===== src/common/psw_pkg.sv =====
// ****************************************
// sleep and wake control constants
// ****************************************
package psw_pkg;

    localparam int unsigned CLK_HZ       = 125_000_000;
    localparam int unsigned TICK_MS      = 10;
    localparam int unsigned TICK_CYCLES  = CLK_HZ / 1000 * TICK_MS;

    // times in 10 ms units
    localparam logic [15:0] QUAL_TIME_MAX = 16'hfde8;
    localparam logic [15:0] QUAL_TIME_RST = 16'h01f4;
    localparam logic [15:0] SLEEP_DLY_RST = 16'h01f4;
    // output threshold in 0.1 % units
    localparam logic [15:0] THR_MAX       = 16'h03e8;
    localparam logic [15:0] THR_RST       = 16'h0032;

    // register byte offsets
    localparam logic [4:0] REG_CFG    = 5'h00;
    localparam logic [4:0] REG_THR    = 5'h04;
    localparam logic [4:0] REG_SDLY   = 5'h08;
    localparam logic [4:0] REG_QUAL   = 5'h0c;
    localparam logic [4:0] REG_LEVEL  = 5'h10;
    localparam logic [4:0] REG_WDEV   = 5'h14;
    localparam logic [4:0] REG_STAT   = 5'h18;
    localparam logic [4:0] REG_MASK   = 5'h1c;

    // cfg register fields
    localparam int unsigned CFG_MODE_LSB = 0;
    localparam int unsigned CFG_REV_BIT  = 2;

    // status fields
    localparam int unsigned ST_SLEEP  = 0;
    localparam int unsigned ST_WAKE   = 1;
    localparam int unsigned ST_ACTIVE = 2;
    localparam int unsigned EVT_W     = 2;

    typedef enum logic [1:0] {
        PSW_CFG_OFF   = 2'h0,
        PSW_CFG_LEVEL = 2'h1,
        PSW_CFG_WAKE  = 2'h2
    } psw_cfg_e;

    typedef enum logic [1:0] {
        PSW_RUN   = 2'b00,
        PSW_SLEEP = 2'b01,
        PSW_RAMP  = 2'b11
    } psw_state_e;

    typedef struct packed {
        logic [1:0]         mode;
        logic               reverse;
        logic        [15:0] thr;
        logic        [15:0] sleep_dly;
        logic        [15:0] qual;
        logic signed [15:0] level;
        logic signed [15:0] wdev;
    } psw_cfg_s;

    typedef struct packed {
        logic        pid_enable;
        logic        pid_auto;
        logic [15:0] pid_out;
        logic signed [15:0] process_variable_value;
        logic signed [15:0] present_setpoint;
        logic        at_minimum_motor_speed;
    } psw_proc_s;

endpackage


===== src/design/psw_tick.sv =====
`timescale 1ns/1ps
`default_nettype none
// ****************************************
// 10 ms tick divider
// ****************************************
module psw_tick
    import psw_pkg::*;
#(
    parameter int unsigned DIV = TICK_CYCLES
) (
    input  wire logic sys_clk,
    input  wire logic nrst,
    output logic      tick
);
    logic [31:0] cnt_q;
    wire         wrap = (cnt_q == DIV - 1);

    always_ff @(posedge sys_clk or negedge nrst) begin
        if (!nrst) begin
            cnt_q <= 32'h0;
            tick  <= 1'b0;
        end else begin
            cnt_q <= wrap ? 32'h0 : cnt_q + 32'h1;
            tick  <= wrap;
        end
    end
endmodule
`default_nettype wire


===== src/design/psw_qual_timer.sv =====
`timescale 1ns/1ps
`default_nettype none
// ****************************************
// qualification timer
// ****************************************
// counts ticks while cond holds; clears the moment cond drops
module psw_qual_timer (
    input  wire logic        sys_clk,
    input  wire logic        nrst,
    input  wire logic        tick,
    input  wire logic        cond,
    input  wire logic [15:0] limit,
    output logic             done
);
    logic [15:0] cnt_q;
    wire         reached = (cnt_q >= limit);

    always_ff @(posedge sys_clk or negedge nrst) begin
        if (!nrst) begin
            cnt_q <= 16'h0;
        end else if (!cond) begin
            cnt_q <= 16'h0;
        end else if (tick && !reached) begin
            cnt_q <= cnt_q + 16'h1;
        end
    end

    // zero limit qualifies at once
    assign done = cond && reached;
endmodule
`default_nettype wire


===== src/design/psw_sleep_ctrl.sv =====
`timescale 1ns/1ps
`default_nettype none
// Operation
// - qualification time 0..650 s, default 5 s
// - level start: pv beyond level for time
// - wake: pv beyond setpoint deviation for time
// - sleep timer starts when output below threshold
// - delay elapsed: enter sleep, stop motor
// - asleep: motor stopped, pv still watched
// - level mode: count from level crossing
// - wake mode: count when deviation exceeded
// - qualified: run command, leave sleep
// - ramp to minimum speed, then closed loop
// - config 0 off, 1 level, 2 wake
// - sleep only with controller enabled, automatic
// - output threshold 0..100 %, default 5 %
// - sleep active alarm while asleep
module psw_sleep_ctrl
    import psw_pkg::*;
#(
    parameter int unsigned TICK_DIV = TICK_CYCLES
) (
    input  wire logic               sys_clk,
    input  wire logic               nrst,
    // wishbone classic slave
    input  wire logic               wb_cyc_i,
    input  wire logic               wb_stb_i,
    input  wire logic               wb_we_i,
    input  wire logic [4:0]         wb_adr_i,
    input  wire logic [3:0]         wb_sel_i,
    input  wire logic [31:0]        wb_dat_i,
    output logic      [31:0]        wb_dat_o,
    output logic                    wb_ack_o,
    // process controller side
    input  wire logic               pid_enable,
    input  wire logic               pid_auto,
    input  wire logic [15:0]        pid_out,
    input  wire logic signed [15:0] process_variable_value,
    input  wire logic signed [15:0] present_setpoint,
    input  wire logic               at_minimum_motor_speed,
    // motor side
    output logic                    motor_run_q,
    output logic                    ramp_to_min_q,
    output logic                    pid_in_control_q,
    output logic                    sleep_active_alarm,
    output logic                    irq
);

    // ****************************************
    // registers
    // ****************************************
    psw_cfg_s           cfg_q;
    psw_proc_s          proc_q;
    psw_state_e         state_q;
    psw_state_e         state_d;
    logic [EVT_W-1:0]   stat_q;
    logic [EVT_W-1:0]   mask_q;
    logic               tick;
    logic               sleep_done;
    logic               wake_done;

    // ****************************************
    // bus decode
    // ****************************************
    wire        bus_req  = wb_cyc_i && wb_stb_i && !wb_ack_o;
    wire        bus_wr   = bus_req && wb_we_i;
    wire        bus_rd   = bus_req && !wb_we_i;
    wire        wr_lo    = wb_sel_i[0];
    wire        wr_hi    = wb_sel_i[1];
    wire [15:0] wdat     = wb_dat_i[15:0];

    function automatic logic [15:0] merge16(input logic [15:0] old, input logic [15:0] nw,
                                            input logic lo, input logic hi);
        merge16 = {hi ? nw[15:8] : old[15:8], lo ? nw[7:0] : old[7:0]};
    endfunction

    function automatic logic [15:0] clip(input logic [15:0] v, input logic [15:0] mx);
        clip = (v > mx) ? mx : v;
    endfunction

    wire [15:0] thr_new  = clip(merge16(cfg_q.thr, wdat, wr_lo, wr_hi), THR_MAX);
    wire [15:0] sdly_new = clip(merge16(cfg_q.sleep_dly, wdat, wr_lo, wr_hi), QUAL_TIME_MAX);
    wire [15:0] qual_new = clip(merge16(cfg_q.qual, wdat, wr_lo, wr_hi), QUAL_TIME_MAX);

    // illegal config code 3 is kept out so sleep cannot half-enable
    wire [1:0]  mode_new = (wb_dat_i[1:0] == 2'h3) ? cfg_q.mode : wb_dat_i[1:0];

    logic [31:0] rd_mux;
    always_comb begin
        rd_mux = 32'h0;
        unique case (wb_adr_i)
            REG_CFG:   rd_mux = {29'h0, cfg_q.reverse, cfg_q.mode};
            REG_THR:   rd_mux = {16'h0, cfg_q.thr};
            REG_SDLY:  rd_mux = {16'h0, cfg_q.sleep_dly};
            REG_QUAL:  rd_mux = {16'h0, cfg_q.qual};
            REG_LEVEL: rd_mux = {16'h0, cfg_q.level};
            REG_WDEV:  rd_mux = {16'h0, cfg_q.wdev};
            REG_STAT:  rd_mux = {29'h0, sleep_active_alarm, stat_q};
            REG_MASK:  rd_mux = {30'h0, mask_q};
            default:   rd_mux = 32'h0;
        endcase
    end

    always_ff @(posedge sys_clk or negedge nrst) begin
        if (!nrst) begin
            wb_ack_o <= 1'b0;
            wb_dat_o <= 32'h0;
        end else begin
            wb_ack_o <= bus_req;
            wb_dat_o <= bus_rd ? rd_mux : 32'h0;
        end
    end

    always_ff @(posedge sys_clk or negedge nrst) begin
        if (!nrst) begin
            cfg_q.mode      <= PSW_CFG_OFF;
            cfg_q.reverse   <= 1'b0;
            cfg_q.thr       <= THR_RST;
            cfg_q.sleep_dly <= SLEEP_DLY_RST;
            cfg_q.qual      <= QUAL_TIME_RST;
            cfg_q.level     <= 16'sh0;
            cfg_q.wdev      <= 16'sh0;
            mask_q          <= '0;
        end else if (bus_wr) begin
            unique case (wb_adr_i)
                REG_CFG: begin
                    if (wr_lo) begin
                        cfg_q.mode    <= mode_new;
                        cfg_q.reverse <= wb_dat_i[CFG_REV_BIT];
                    end
                end
                REG_THR:   cfg_q.thr       <= thr_new;
                REG_SDLY:  cfg_q.sleep_dly <= sdly_new;
                REG_QUAL:  cfg_q.qual      <= qual_new;
                REG_LEVEL: cfg_q.level     <= merge16(cfg_q.level, wdat, wr_lo, wr_hi);
                REG_WDEV:  cfg_q.wdev      <= merge16(cfg_q.wdev, wdat, wr_lo, wr_hi);
                REG_MASK:  if (wr_lo) mask_q <= wb_dat_i[EVT_W-1:0];
                default: ;
            endcase
        end
    end

    // ****************************************
    // process inputs, same clock domain
    // ****************************************
    always_ff @(posedge sys_clk or negedge nrst) begin
        if (!nrst) begin
            proc_q <= '0;
        end else begin
            proc_q.pid_enable             <= pid_enable;
            proc_q.pid_auto               <= pid_auto;
            proc_q.pid_out                <= pid_out;
            proc_q.process_variable_value <= process_variable_value;
            proc_q.present_setpoint       <= present_setpoint;
            proc_q.at_minimum_motor_speed <= at_minimum_motor_speed;
        end
    end

    // ****************************************
    // conditions
    // ****************************************
    // pid output is in 0.1 % units, same scale as the threshold
    wire sleep_allowed = (cfg_q.mode != PSW_CFG_OFF)
                       && proc_q.pid_enable && proc_q.pid_auto;
    wire below_thr     = proc_q.pid_out < cfg_q.thr;
    wire sleep_cond    = (state_q == PSW_RUN) && sleep_allowed && below_thr;

    // 17-bit math so an extreme setpoint cannot wrap the limit
    wire signed [16:0] pv_ext  = {proc_q.process_variable_value[15],
                                  proc_q.process_variable_value};
    wire signed [16:0] sp_ext  = {proc_q.present_setpoint[15], proc_q.present_setpoint};
    wire signed [16:0] dev_ext = {cfg_q.wdev[15], cfg_q.wdev};
    wire signed [16:0] lvl_ext = {cfg_q.level[15], cfg_q.level};
    wire signed [16:0] pv_diff = pv_ext - sp_ext;

    wire level_ok = cfg_q.reverse ? (pv_ext > lvl_ext) : (pv_ext < lvl_ext);
    wire wake_ok  = cfg_q.reverse ? (pv_diff > dev_ext) : (pv_diff < -dev_ext);

    wire restart_ok = (cfg_q.mode == PSW_CFG_LEVEL) ? level_ok
                    : (cfg_q.mode == PSW_CFG_WAKE)  ? wake_ok : 1'b0;
    wire wake_cond  = (state_q == PSW_SLEEP) && restart_ok;

    // ****************************************
    // timers
    // ****************************************
    psw_tick #(
        .DIV (TICK_DIV)
    ) u_tick (
        .sys_clk (sys_clk),
        .nrst    (nrst),
        .tick    (tick)
    );

    psw_qual_timer u_sleep_tmr (
        .sys_clk (sys_clk),
        .nrst    (nrst),
        .tick    (tick),
        .cond    (sleep_cond),
        .limit   (cfg_q.sleep_dly),
        .done    (sleep_done)
    );

    psw_qual_timer u_wake_tmr (
        .sys_clk (sys_clk),
        .nrst    (nrst),
        .tick    (tick),
        .cond    (wake_cond),
        .limit   (cfg_q.qual),
        .done    (wake_done)
    );

    // ****************************************
    // state machine
    // ****************************************
    // disabling sleep while asleep restarts the motor rather than leaving it parked
    always_comb begin
        state_d = state_q;
        unique case (state_q)
            PSW_RUN: begin
                if (sleep_done) state_d = PSW_SLEEP;
            end
            PSW_SLEEP: begin
                if (wake_done || cfg_q.mode == PSW_CFG_OFF) state_d = PSW_RAMP;
            end
            PSW_RAMP: begin
                if (proc_q.at_minimum_motor_speed) state_d = PSW_RUN;
            end
            default: state_d = PSW_RUN;
        endcase
    end

    wire ev_sleep = (state_q == PSW_RUN) && (state_d == PSW_SLEEP);
    wire ev_wake  = (state_q == PSW_SLEEP) && (state_d == PSW_RAMP);
    wire [EVT_W-1:0] ev_vec = {ev_wake, ev_sleep};
    wire stat_rd  = bus_rd && (wb_adr_i == REG_STAT);

    always_ff @(posedge sys_clk or negedge nrst) begin
        if (!nrst) begin
            state_q <= PSW_RUN;
        end else begin
            state_q <= state_d;
        end
    end

    // ****************************************
    // outputs
    // ****************************************
    always_ff @(posedge sys_clk or negedge nrst) begin
        if (!nrst) begin
            motor_run_q        <= 1'b1;
            ramp_to_min_q      <= 1'b0;
            pid_in_control_q   <= 1'b1;
            sleep_active_alarm <= 1'b0;
        end else begin
            motor_run_q        <= (state_d != PSW_SLEEP);
            ramp_to_min_q      <= (state_d == PSW_RAMP);
            pid_in_control_q   <= (state_d == PSW_RUN);
            sleep_active_alarm <= (state_d == PSW_SLEEP);
        end
    end

    // set wins over the clear by read
    always_ff @(posedge sys_clk or negedge nrst) begin
        if (!nrst) begin
            stat_q <= '0;
            irq    <= 1'b0;
        end else begin
            stat_q <= (stat_rd ? '0 : stat_q) | ev_vec;
            irq    <= |(((stat_rd ? '0 : stat_q) | ev_vec) & mask_q);
        end
    end

endmodule
`default_nettype wire


===== config.mk =====
export PLATFORM = sky130hd
export DESIGN_NAME = psw_sleep_ctrl
export DESIGN_NICKNAME = d
export VERILOG_FILES = /design/src/common/psw_pkg.sv /design/src/design/psw_tick.sv /design/src/design/psw_qual_timer.sv /design/src/design/psw_sleep_ctrl.sv
export SDC_FILE = /design/constraint.sdc
export NUM_CORES = 1
export LEC_CHECK = 0
export ABC_AREA = 1
export BUFFER_PORTS_ARGS = -buffer_cell sky130_fd_sc_hd__buf_2
export CAP_MARGIN = 30
export CORE_MARGIN = 5
export CORE_UTILIZATION = 45
export CTS_CLUSTER_DIAMETER = 60
export DETAILED_ROUTE_END_ITERATION = 12
export PLACE_DENSITY = 0.67
export SLEW_MARGIN = 20
export SYNTH_ARGS = -nofsm -noshare
export SYNTH_HDL_FRONTEND = slang
export SYNTH_SLANG_ARGS = --single-unit
export TNS_END_PERCENT = 100

===== constraint.sdc =====
create_clock -name sys_clk -period 5.19 [get_ports sys_clk]
set_clock_uncertainty 0.05 [all_clocks]
set_input_delay 0.2595 -clock sys_clk [delete_from_list [all_inputs] [get_ports sys_clk]]
set_output_delay 0.2595 -clock sys_clk [all_outputs]
set_load 0.05 [all_outputs]

==> out/summary.txt, run 1 <==
Reg area: 5700 um2
Top FF cell, synth: dfrtp_1
Combinational family with the most area after synthesis: simple AND/OR/NAND/NOR gates
Final wirelength: 36.8 mm
Root Buffer: clkbuf_16
Fillers: 2748
Post-cts sizing count: 0
Die height: 183 um
# rows: 63
Achievable Freq: 225 MHz
Via count: 11900
IO Port Bufs: 100
Utilization after layout: 54.1%
Post-Synth XOR/XNOR Area: 3.50%
Outcome: finished clean
Synth cell count leaders: 324 x nand2_1, 272 x inv_1, 210 x dfrtp_1, 119 x a21oi_1, 116 x ha_1
Slew HR: 54.3%
Post-synthesis instance area: 13500 um2
Post-route setup TNS: 0 ps
Post-synthesis mux area share: 0%
Final ANT Viol Nets: 0
Final Cycle Share: 85.8%
Setup violators final: 0
WP data arrival: 4840 ps
Post-synth top area share: 38.9%
Footprint of the multi-input gates: 6600 um2
Register area share after synthesis: 42.2%
Crit-path max FO: 10
Crit Path Class: flip-flop to flip-flop
Layout cells sized above 1: 11.5%
Diodes inserted: 0
Worst-path clk slew: 60 ps
Synth top area cells: dfrtp_1 39%, ha_1 11%, nand2_1 9.0%
Die W: 183 um
DPL Wire Length: 28.0 mm
CTS tree: built
LEAKAGE: 7.81 nW
Largest net degree at the start of global routing: 132
Crit end category: flip-flop
Synth Area in Adders: 10.9%
Final layout net count: 2055
First-pass GRT wire length: 59.7 mm
Starting DRT DRC Count: 728
Ys async rst share: 100%
Simple-gate share of the synthesized area: 20.6%
Initial core utilization: 45.6%
Power Dens Cells: 291 nW/um2
Synth unique cells: 53
Io pins: 135
GRT Total Usage: 21.9%
Peak supply drop: 224 uV
RSZ-0062 raised after global routing: no
Clk sink count: 227
Num CTS Buffers: 27
Number of global-route vias before repair: 11800
Slew @ Worst Pin: 684 ps
Area leader, netlist: dfrtp_1
WL/cell: 16.3 um
#FFs+latches synth: 227
DRC violations left: 0
CTS Buffer Depth: 3
Die area: 33600 um2
Count leader, synth: nand2_1
Initial antenna violation count: 0
Compound-Gate Fraction of Synth Area: 13.4%
DR pass1 iterations: 6
Period minus WS final: 4450 ps
Nature of the critical path startpoint: flip-flop
Synth Warn #: 0
Core area: 29600 um2
GP Congestion: 0.909
Max-slew violation count: 0
Syn_area_per_cell: 8.13 um2
Post-synth EDFFs: 0
Worst Hold Class: input pin to flip-flop
Cells after Synth: 1661
# H-tree levels: 1
Max-cap violations: 0
DR vias/cell: 5.28
Req. time, crit path: 5580 ps
Clock latency on the worst-skew pair: 550 ps
Area delta synth->final: 18.6%
Final Hold Viols: 0
Total grt overflow: 0
==> layout make-up <==
class	count	area share, %
well taps	390	3.05
clock buffers	36	4.68
inverters	281	6.58
multi-input cells	1128	41.2
repair buffers	176	8.01
clock inverters	14	0.922
flip-flops and latches	227	35.6
==> critical path, stage by stage (launching register included) <==
cell	delay, ps
dfrtp_1	400
ha_1	340
a21o_1	220
nor2_1	170
o211ai_1	210
a21boi_0	330
o21ai_0	120
a21o_1	190
nand3_1	90
nand2_1	50
nand2_1	60
nand2_1	90
ha_1	300
nand2_1	80
nor2_2	160
nand3_1	110
nor2_1	110
nor2_1	70
nand2_1	50
nand2_1	40
nand3_1	110
nand3_2	160
a21boi_4	380
nand2_4	170
inv_2	150
nand2_1	60
o31ai_1	70
==> routing by layer <==
metal  track usage (%)  routed length, um  share of wire (%)  vias up
met5                 0                  0                  0        -
met4              7.24               1390                3.8        0
met3              2.32               1730                4.7       90
met2              37.9              17500                 48      351
met1              28.9              16100                 44     5636
li1                  -                  -                  -     5817
==> per-stage QoR <==
step                power, W  instance area, um2  instances  hold slack, ps  worst slack, ps
detailed placement   0.00274               14400       2133             319              837
global placement     0.00272               14400       2133             318              903
finish               0.00466               16000       2252            20.6              739
floorplan            0.00249               13600       1676           -86.1             1570
CTS                  0.00469               16000       2251            6.76              807
global route         0.00490               16000       2252            29.7              372
==> power breakdown <==
| part | internal (W) | switching, W |
|---|---|---|
| clock network | 0.00112 | 0.000777 |
| logic | 0.000313 | 0.000528 |
| registers | 0.00186 | 0.0000625 |
==> repair_timing <==
action | 4_1_cts | 5_1_grt
hold endpoints to repair | 204 | 0
setup buffers | 0 | 0
setup endpoints to repair | 0 | 0
hold buffers | 68 | 0
==> state kept, by name, indices dropped and copies added (netlist names) <==
signal	count
state_q	2
u_sleep_tmr.cnt_q	16
proc_q	51
u_tick.tick	1
irq	1
u_tick.cnt_q	32
wb_dat_o	16
ramp_to_min_q	1
wb_ack_o	1
u_wake_tmr.cnt_q	16
mask_q	2
stat_q	2
cfg_q	83
motor_run_q	1
sleep_active_alarm	1
pid_in_control_q	1
==> logic make-up after synthesis <==
group | after synthesis
and+or+nand+nor | 619
DFF | 227
AOI/OAI and AO/OA | 322
xor gates and xnor gates | 54
adders and majority gates | 117
buffers and inverters | 321
other | 1
==> cells in the final DEF (no fill, tap or decap), types with 4 or more instances in the layout <==
cell type	instances
a21o_1	6
a21oi_1	119
a221oi_1	12
a31oi_1	16
and3_1	5
buf_2	99
buf_4	6
clkbuf_1	5
clkbuf_16	27
clkbuf_8	4
clkinv_2	4
clkinv_4	4
conb_1	16
dfrtp_1	210
dfstp_2	17
dlygate4sd3_1	68
ha_1	116
inv_1	272
inv_2	8
nand2_1	324
nand2_2	5
nand3_1	70
nand3b_1	4
nand4_1	22
nor2_1	108
nor2_2	12
nor3_1	37
nor4_1	12
o2111ai_1	4
o211ai_1	5
o21ai_0	109
o21ai_1	12
o22ai_1	17
o31ai_1	14
xnor2_1	4
xor2_1	50
==> path summary, 6_finish.rpt <==
| path | startpoint | to | slack (ps) | depth (start not counted) |
|---|---|---|---|---|
| hold reg to reg | cfg_q[28]$_DFFE_PN0P_ | cfg_q[28]$_DFFE_PN0P_ | 430 | 2 |
| hold / removal | wb_dat_i[0] | mask_q[0]$_DFFE_PN0P_ | 20 | 3 |
| min in group asynchronous | nrst | proc_q[3]$_DFF_PN0_ | 120 | 2 |
| setup / recovery | proc_q[19]$_DFF_PN0_ | u_wake_tmr.cnt_q[11]$_DFFE_PN0P_ | 740 | 26 |
| setup reg to reg | proc_q[19]$_DFF_PN0_ | u_wake_tmr.cnt_q[11]$_DFFE_PN0P_ | 740 | 26 |
| max in group asynchronous | nrst | motor_run_q$_DFF_PN1_ | 3710 | 4 |
(Power assumes the default switching activity.)
==> run 2: changes to the inputs <==
Settings changed: CELL_PAD_IN_SITES_DETAIL_PLACEMENT from default to 0, CELL_PAD_IN_SITES_GLOBAL_PLACEMENT from default to 2, CORE_UTILIZATION 45 to 36, PLACE_DENSITY 0.67 to 0.85.
==> run 2 against run 1 <==
  * Wire length grew 8.7%
  * Die area grew 24%
  * Cell count is 4.0% higher
  * Cell area increased by 1.1%
  * Register-to-register slack better by 30 ps
  * Non-clock buffer count grew 1
  * Combinational power shrank 1%
  * Clock power up 8%
  * Sequential power hardly changed
  * Maximum frequency grew 0.65%
  * Via count down 1.1%
  * Utilization shrank 11 points
==> out/summary.txt, run 2 (synthesis results as in run 1) <==
Sw Pwr: 0.00140 W
DRC violations left: 0
Largest net degree at the start of global routing: 128
Crit-path max FO: 10
Starting DRT DRC Count: 674
R2R Path End: u_wake_tmr.cnt_q[12]$_DFFE_PN0P_
DR vias/cell: 5.02
Critical path's slowest cell: fa_1
Slew HR: 45.1%
Worst r2r src: proc_q[1]$_DFF_PN0_
Layout cells sized above 1: 11.4%
Sw Ratio: 29.1%
Clk sink count: 227
CP bufs+invs: 1
Critical path's largest stage delay: 410 ps
Post-route setup TNS: 0 ps
Crit end category: flip-flop
Critical path's top delay family: compound AO/OA/AOI/OAI gates
R2R Setup Slk: 770 ps
Period minus WS final: 4420 ps
Final wirelength: 40.0 mm
GP Congestion: 0.916
Final ANT Viol Nets: 0
Core area: 37300 um2
DPL Wire Length: 30.6 mm
Initial core utilization: 36.2%
Comb pwr share: 17.3%
Area delta synth->final: 19.9%
Fillers: 3763
Max-slew violation count: 0
CTS Buffer Depth: 3
Crit path depth: 26
Max-cap violations: 0
Crit Path Class: flip-flop to flip-flop
Post-cts sizing count: 0
WP data arrival: 4850 ps
Number of global-route vias before repair: 11700
Num CTS Buffers: 30
LEAKAGE: 7.84 nW
First-pass GRT wire length: 64.1 mm
Via count: 11800
Total internal power: 0.00341 W
WL/cell: 17.1 um
Commonest non-fill, non-tap cell in the layout: nand2_1
Number of flip-flops in the largest register: 83
Achievable Freq: 226 MHz
Req. time, crit path: 5620 ps
Worst-path clk slew: 60 ps
RSZ-0062 raised after global routing: no
Diodes inserted: 0
# H-tree levels: 1
Clock latency on the worst-skew pair: 570 ps
IO Port Bufs: 100
R2R cell count: 26
Most frequent cells in the layout: 324 x nand2_1, 272 x inv_1, 210 x dfrtp_1
DR pass1 iterations: 6
Top reg by flops: cfg_q
Final Cycle Share: 85.2%
Outcome: finished clean
Root Buffer: clkbuf_16
Total grt overflow: 0
Clk pwr share: 42.7%
Critical Path End: u_wake_tmr.cnt_q[12]$_DFFE_PN0P_
GRT Total Usage: 19.3%
Io pins: 135
Nature of the critical path startpoint: flip-flop
Slew @ Worst Pin: 823 ps
# rows: 71
Top flop regs: cfg_q (83), proc_q (51), u_tick.cnt_q (32)
Final layout net count: 2059
Final Hold Viols: 0
Peak supply drop: 204 uV
Power Dens Cells: 297 nW/um2
Die height: 204 um
Initial antenna violation count: 0
Worst Hold Class: input pin to flip-flop
Final total power: 0.00481 W
Setup violators final: 0
Cell mode on critical path: nand2_1
Die W: 204 um
Post-CTS Setup Bufs: 0
Worst Setup SP: proc_q[1]$_DFF_PN0_
Die area: 41500 um2
CTS tree: built
Seq pwr share: 40.0%
-- run 2: changes by cell type in the layout (fill, tap and decap cells not counted), moves of 2 or more --
cell,change
clkbuf_1,+6
clkbuf_16,+3
clkbuf_8,-3
clkinv_4,-3
dlygate4sd3_1,+2
-- run 2: worst register-to-register path, cell delays in order, from the launching register on --
cell,delay [ps]
dfrtp_1,360
ha_1,230
fa_1,410
o21ai_1,310
nand2_1,80
nand2_1,70
a21oi_1,90
o21ai_1,220
a21oi_1,110
o21ai_1,150
xor2_1,270
ha_1,300
nand2_1,80
nand2_1,50
nand2_1,50
nand2_1,50
nand2_1,50
nand2_1,50
nor2_1,110
nand3_1,80
nand3_1,150
nand3_2,180
a21boi_4,400
nand2_4,180
inv_2,150
nand2_1,60
o31ai_1,70
-- run 2: power by group through the flow --
stage	registers [W]	clock network (W)	logic [W]
3_3_place_gp	0.00195	0	0.000782
5_1_grt	0.00193	0.00218	0.000968
4_1_cts	0.00192	0.00211	0.000841
3_5_place_dp	0.00195	0	0.000795
6_report	0.00192	0.00205	0.000832
2_1_floorplan	0.00193	0	0.000565
-- run 2: routing by layer --
metal  vias up  global-route usage, %  part of all wire, %
li1       5824                      -                    -
met1      5613                   26.3                   46
met2       264                   32.7                   47
met3        64                   2.72                  4.4
met4         0                   4.65                  2.6
met5         -                      0                    0
-- run 2: through the flow --
stage / setup slack (ps) / std cells / instance area [um2] / hold WS (ps) / util, %
floorplan: 1570 / 1676 / 13600 / -86.1 / -
global placement: 797 / 2217 / 14500 / 309 / 38.9
detailed placement: 796 / 2217 / 14500 / 319 / 38.9
CTS: 769 / 2343 / 16200 / 71.5 / 43.4
global route: 304 / 2343 / 16200 / 108 / 43.4
finish: 768 / 2343 / 16200 / 111 / 43.4
-- run 2: cell type report --
cell class	instances	area, um2	area share (%)
clock inverter	14	173	1.07
multi-input combinational	1128	6590	40.7
clock buffer	42	806	4.97
inverter	281	1050	6.51
tap	474	593	3.66
sequential	227	5700	35.2
timing repair buffer	177	1280	7.88
-- run 2: how the worst min path moves through the flow --
stage,end,startpoint,slack [ps],cells after the start
floorplan,cfg_q[0]$_DFFE_PN0P_,nrst,-90,0
global placement,cfg_q[71]$_DFFE_PN0P_,nrst,310,1
detailed placement,proc_q[31]$_DFF_PN0_,process_variable_value[14],320,1
CTS,stat_q[1]$_DFF_PN0_,wb_we_i,70,5
global route,stat_q[1]$_DFF_PN0_,wb_we_i,110,5
finish,stat_q[1]$_DFF_PN0_,wb_we_i,110,5
-- run 2: timing repair --
| action | CTS | global route |
|---|---|---|
| endpoints found under the setup margin | 0 | 0 |
| hold endpoints to repair | 173 | 0 |
| hold buffers | 70 | 0 |
==> run 3: changes to the inputs <==
Settings changed: CELL_PAD_IN_SITES_DETAIL_PLACEMENT 0 to 1.
==> run 3 against run 2 <==
  * Via count rose by 1.7%
  * Non-clock buffer count did not move
  * Combinational power rose by 2.6%
  * Register-to-register slack got worse by 160 ps
  * Die area did not move
  * Cell count did not move
  * First-iteration DRC count fell by 3.1%
  * Global-route usage rose by 1.5 points
  * Cell area rose by 0.12%
  * Largest cell class unchanged
  * Largest power group unchanged
==> out/summary.txt, run 3 (synthesis results as in run 1) <==
Die area: 41500 um2
GP Congestion: 0.916
Clk sink count: 227
Fillers: 4456
CTS Buffer Depth: 3
DR vias/cell: 5.11
DR pass1 iterations: 5
RSZ-0062 raised after global routing: no
Top flop regs: cfg_q (83), proc_q (51), u_tick.cnt_q (32)
Largest net degree at the start of global routing: 128
Period minus WS final: 4590 ps
Final Cycle Share: 88.4%
Req. time, crit path: 5610 ps
Clock latency on the worst-skew pair: 580 ps
Cell Count Post-Placement: 2217
Sw Pwr: 0.00144 W
Die W: 204 um
Initial antenna violation count: 0
Seq pwr share: 39.7%
Final layout net count: 2059
Starting DRT DRC Count: 653
DRC violations left: 0
Pre-CTS setup slack: 693 ps
Post-Layout Cell Count: 2343
Placed cell area: 14500 um2
Root Buffer: clkbuf_16
First-pass GRT wire length: 69.2 mm
Achievable Freq: 218 MHz
Final ANT Viol Nets: 0
Slew @ Worst Pin: 840 ps
Crit end category: flip-flop
Final worst slack: 604 ps
WP data arrival: 5000 ps
Nature of the critical path startpoint: flip-flop
IO Port Bufs: 100
Num CTS Buffers: 30
Commonest non-fill, non-tap cell in the layout: nand2_1
Crit Path Class: flip-flop to flip-flop
Setup violators final: 0
Worst-path clk slew: 60 ps
Worst Hold Class: input pin to flip-flop
Hold Path Depth: 4
WL/cell: 18.5 um
Comb pwr share: 17.7%
Number of global-route vias before repair: 12800
Top reg by flops: cfg_q
Total grt overflow: 0
Final wirelength: 43.3 mm
Reg area: 5700 um2
Clk pwr share: 42.7%
Total internal power: 0.00340 W
Slew HR: 43.8%
CTS tree: built
Post-route setup TNS: 0 ps
Via count: 12000
Core area: 37300 um2
Outcome: finished clean
Die height: 204 um
Cell area after layout: 16200 um2
Area delta synth->final: 20.0%
Footprint of the multi-input gates: 6590 um2
R2R cell count: 26
Post-cts sizing count: 0
Max-slew violation count: 0
Sw Ratio: 29.8%
LEAKAGE: 7.85 nW
Most frequent cells in the layout: 324 x nand2_1, 272 x inv_1, 210 x dfrtp_1
Initial core utilization: 36.2%
Max-cap violations: 0
Layout cells sized above 1: 11.8%
# H-tree levels: 1
# rows: 71
Final Hold Viols: 0
Io pins: 135
R2R Setup Slk: 600 ps
GRT Total Usage: 20.8%
Peak supply drop: 226 uV
Power Dens Cells: 299 nW/um2
DPL Wire Length: 33.1 mm
Number of flip-flops in the largest register: 83
Diodes inserted: 0
Crit-path max FO: 10
run 3: routing by layer:
metal | vias up | GRT usage, % | wire [um]
met5 | - | 0 | 0
met4 | 0 | 5.44 | 1220
met3 | 65 | 3.10 | 1600
met2 | 207 | 36.7 | 21100
met1 | 5880 | 26.9 | 19300
li1 | 5814 | - | -
run 3: power by group through the flow:
stage / combinational [W] / sequential, W / clock, W
6_report: 0.000854 / 0.00192 / 0.00207
5_1_grt: 0.000984 / 0.00193 / 0.00218
3_5_place_dp: 0.000817 / 0.00195 / 0
3_3_place_gp: 0.000782 / 0.00195 / 0
4_1_cts: 0.000865 / 0.00192 / 0.00212
2_1_floorplan: 0.000565 / 0.00193 / 0
run 3: repair_timing:
| item | in CTS | in global routing |
|---|---|---|
| hold buffers | 70 | 0 |
| endpoints found under the hold margin | 173 | 0 |
| setup buffers | 0 | 0 |
run 3: layout make-up:
type / count / share of cell area (%)
multi-input cells: 1128 / 40.7
flip-flops and latches: 227 / 35.2
repair buffers: 177 / 7.87
inverters: 281 / 6.50
clock buffers: 41 / 5.39
well taps: 474 / 3.66
clock inverters: 15 / 0.764
run 3: path summary, 6_finish.rpt:
check / startpoint / endpoint
worst max register to register: proc_q[19]$_DFF_PN0_ / u_wake_tmr.cnt_q[15]$_DFFE_PN0P_
worst min-delay path: wb_adr_i[4] / cfg_q[80]$_DFFE_PN0P_
max in group asynchronous: nrst / u_tick.cnt_q[22]$_DFF_PN0_
worst min register to register: cfg_q[20]$_DFFE_PN0P_ / cfg_q[20]$_DFFE_PN0P_
worst max-delay path: proc_q[19]$_DFF_PN0_ / u_wake_tmr.cnt_q[15]$_DFFE_PN0P_
min in group asynchronous: nrst / cfg_q[70]$_DFFE_PN0P_
run 3: worst max-delay path, cell delays in order, from the launching register on:
cell,delay (ps)
dfrtp_1,400
ha_1,370
nand2_1,90
nor2_1,100
nor2_1,70
o211ai_1,340
a21boi_0,230
o21ai_0,310
a21o_1,190
nand3_1,90
nand3_1,80
nand2_1,90
ha_1,290
nand2_1,80
nor2_2,170
nand2_1,60
a21oi_1,130
nor2_1,80
nand2_1,60
nand2_1,40
nand3_1,110
nand3_2,170
a21boi_4,400
nand2_4,190
inv_2,150
nand2_1,60
o31ai_1,60
run 3: through the flow:
step	util, %	hold WS (ps)	total power, W
final	43.5	123	0.00484
after global routing	43.5	123	0.00510
after CTS	43.5	76.5	0.00490
after detailed placement	38.9	319	0.00277
after global placement	38.9	309	0.00273
after floorplan	-	-86.1	0.00249
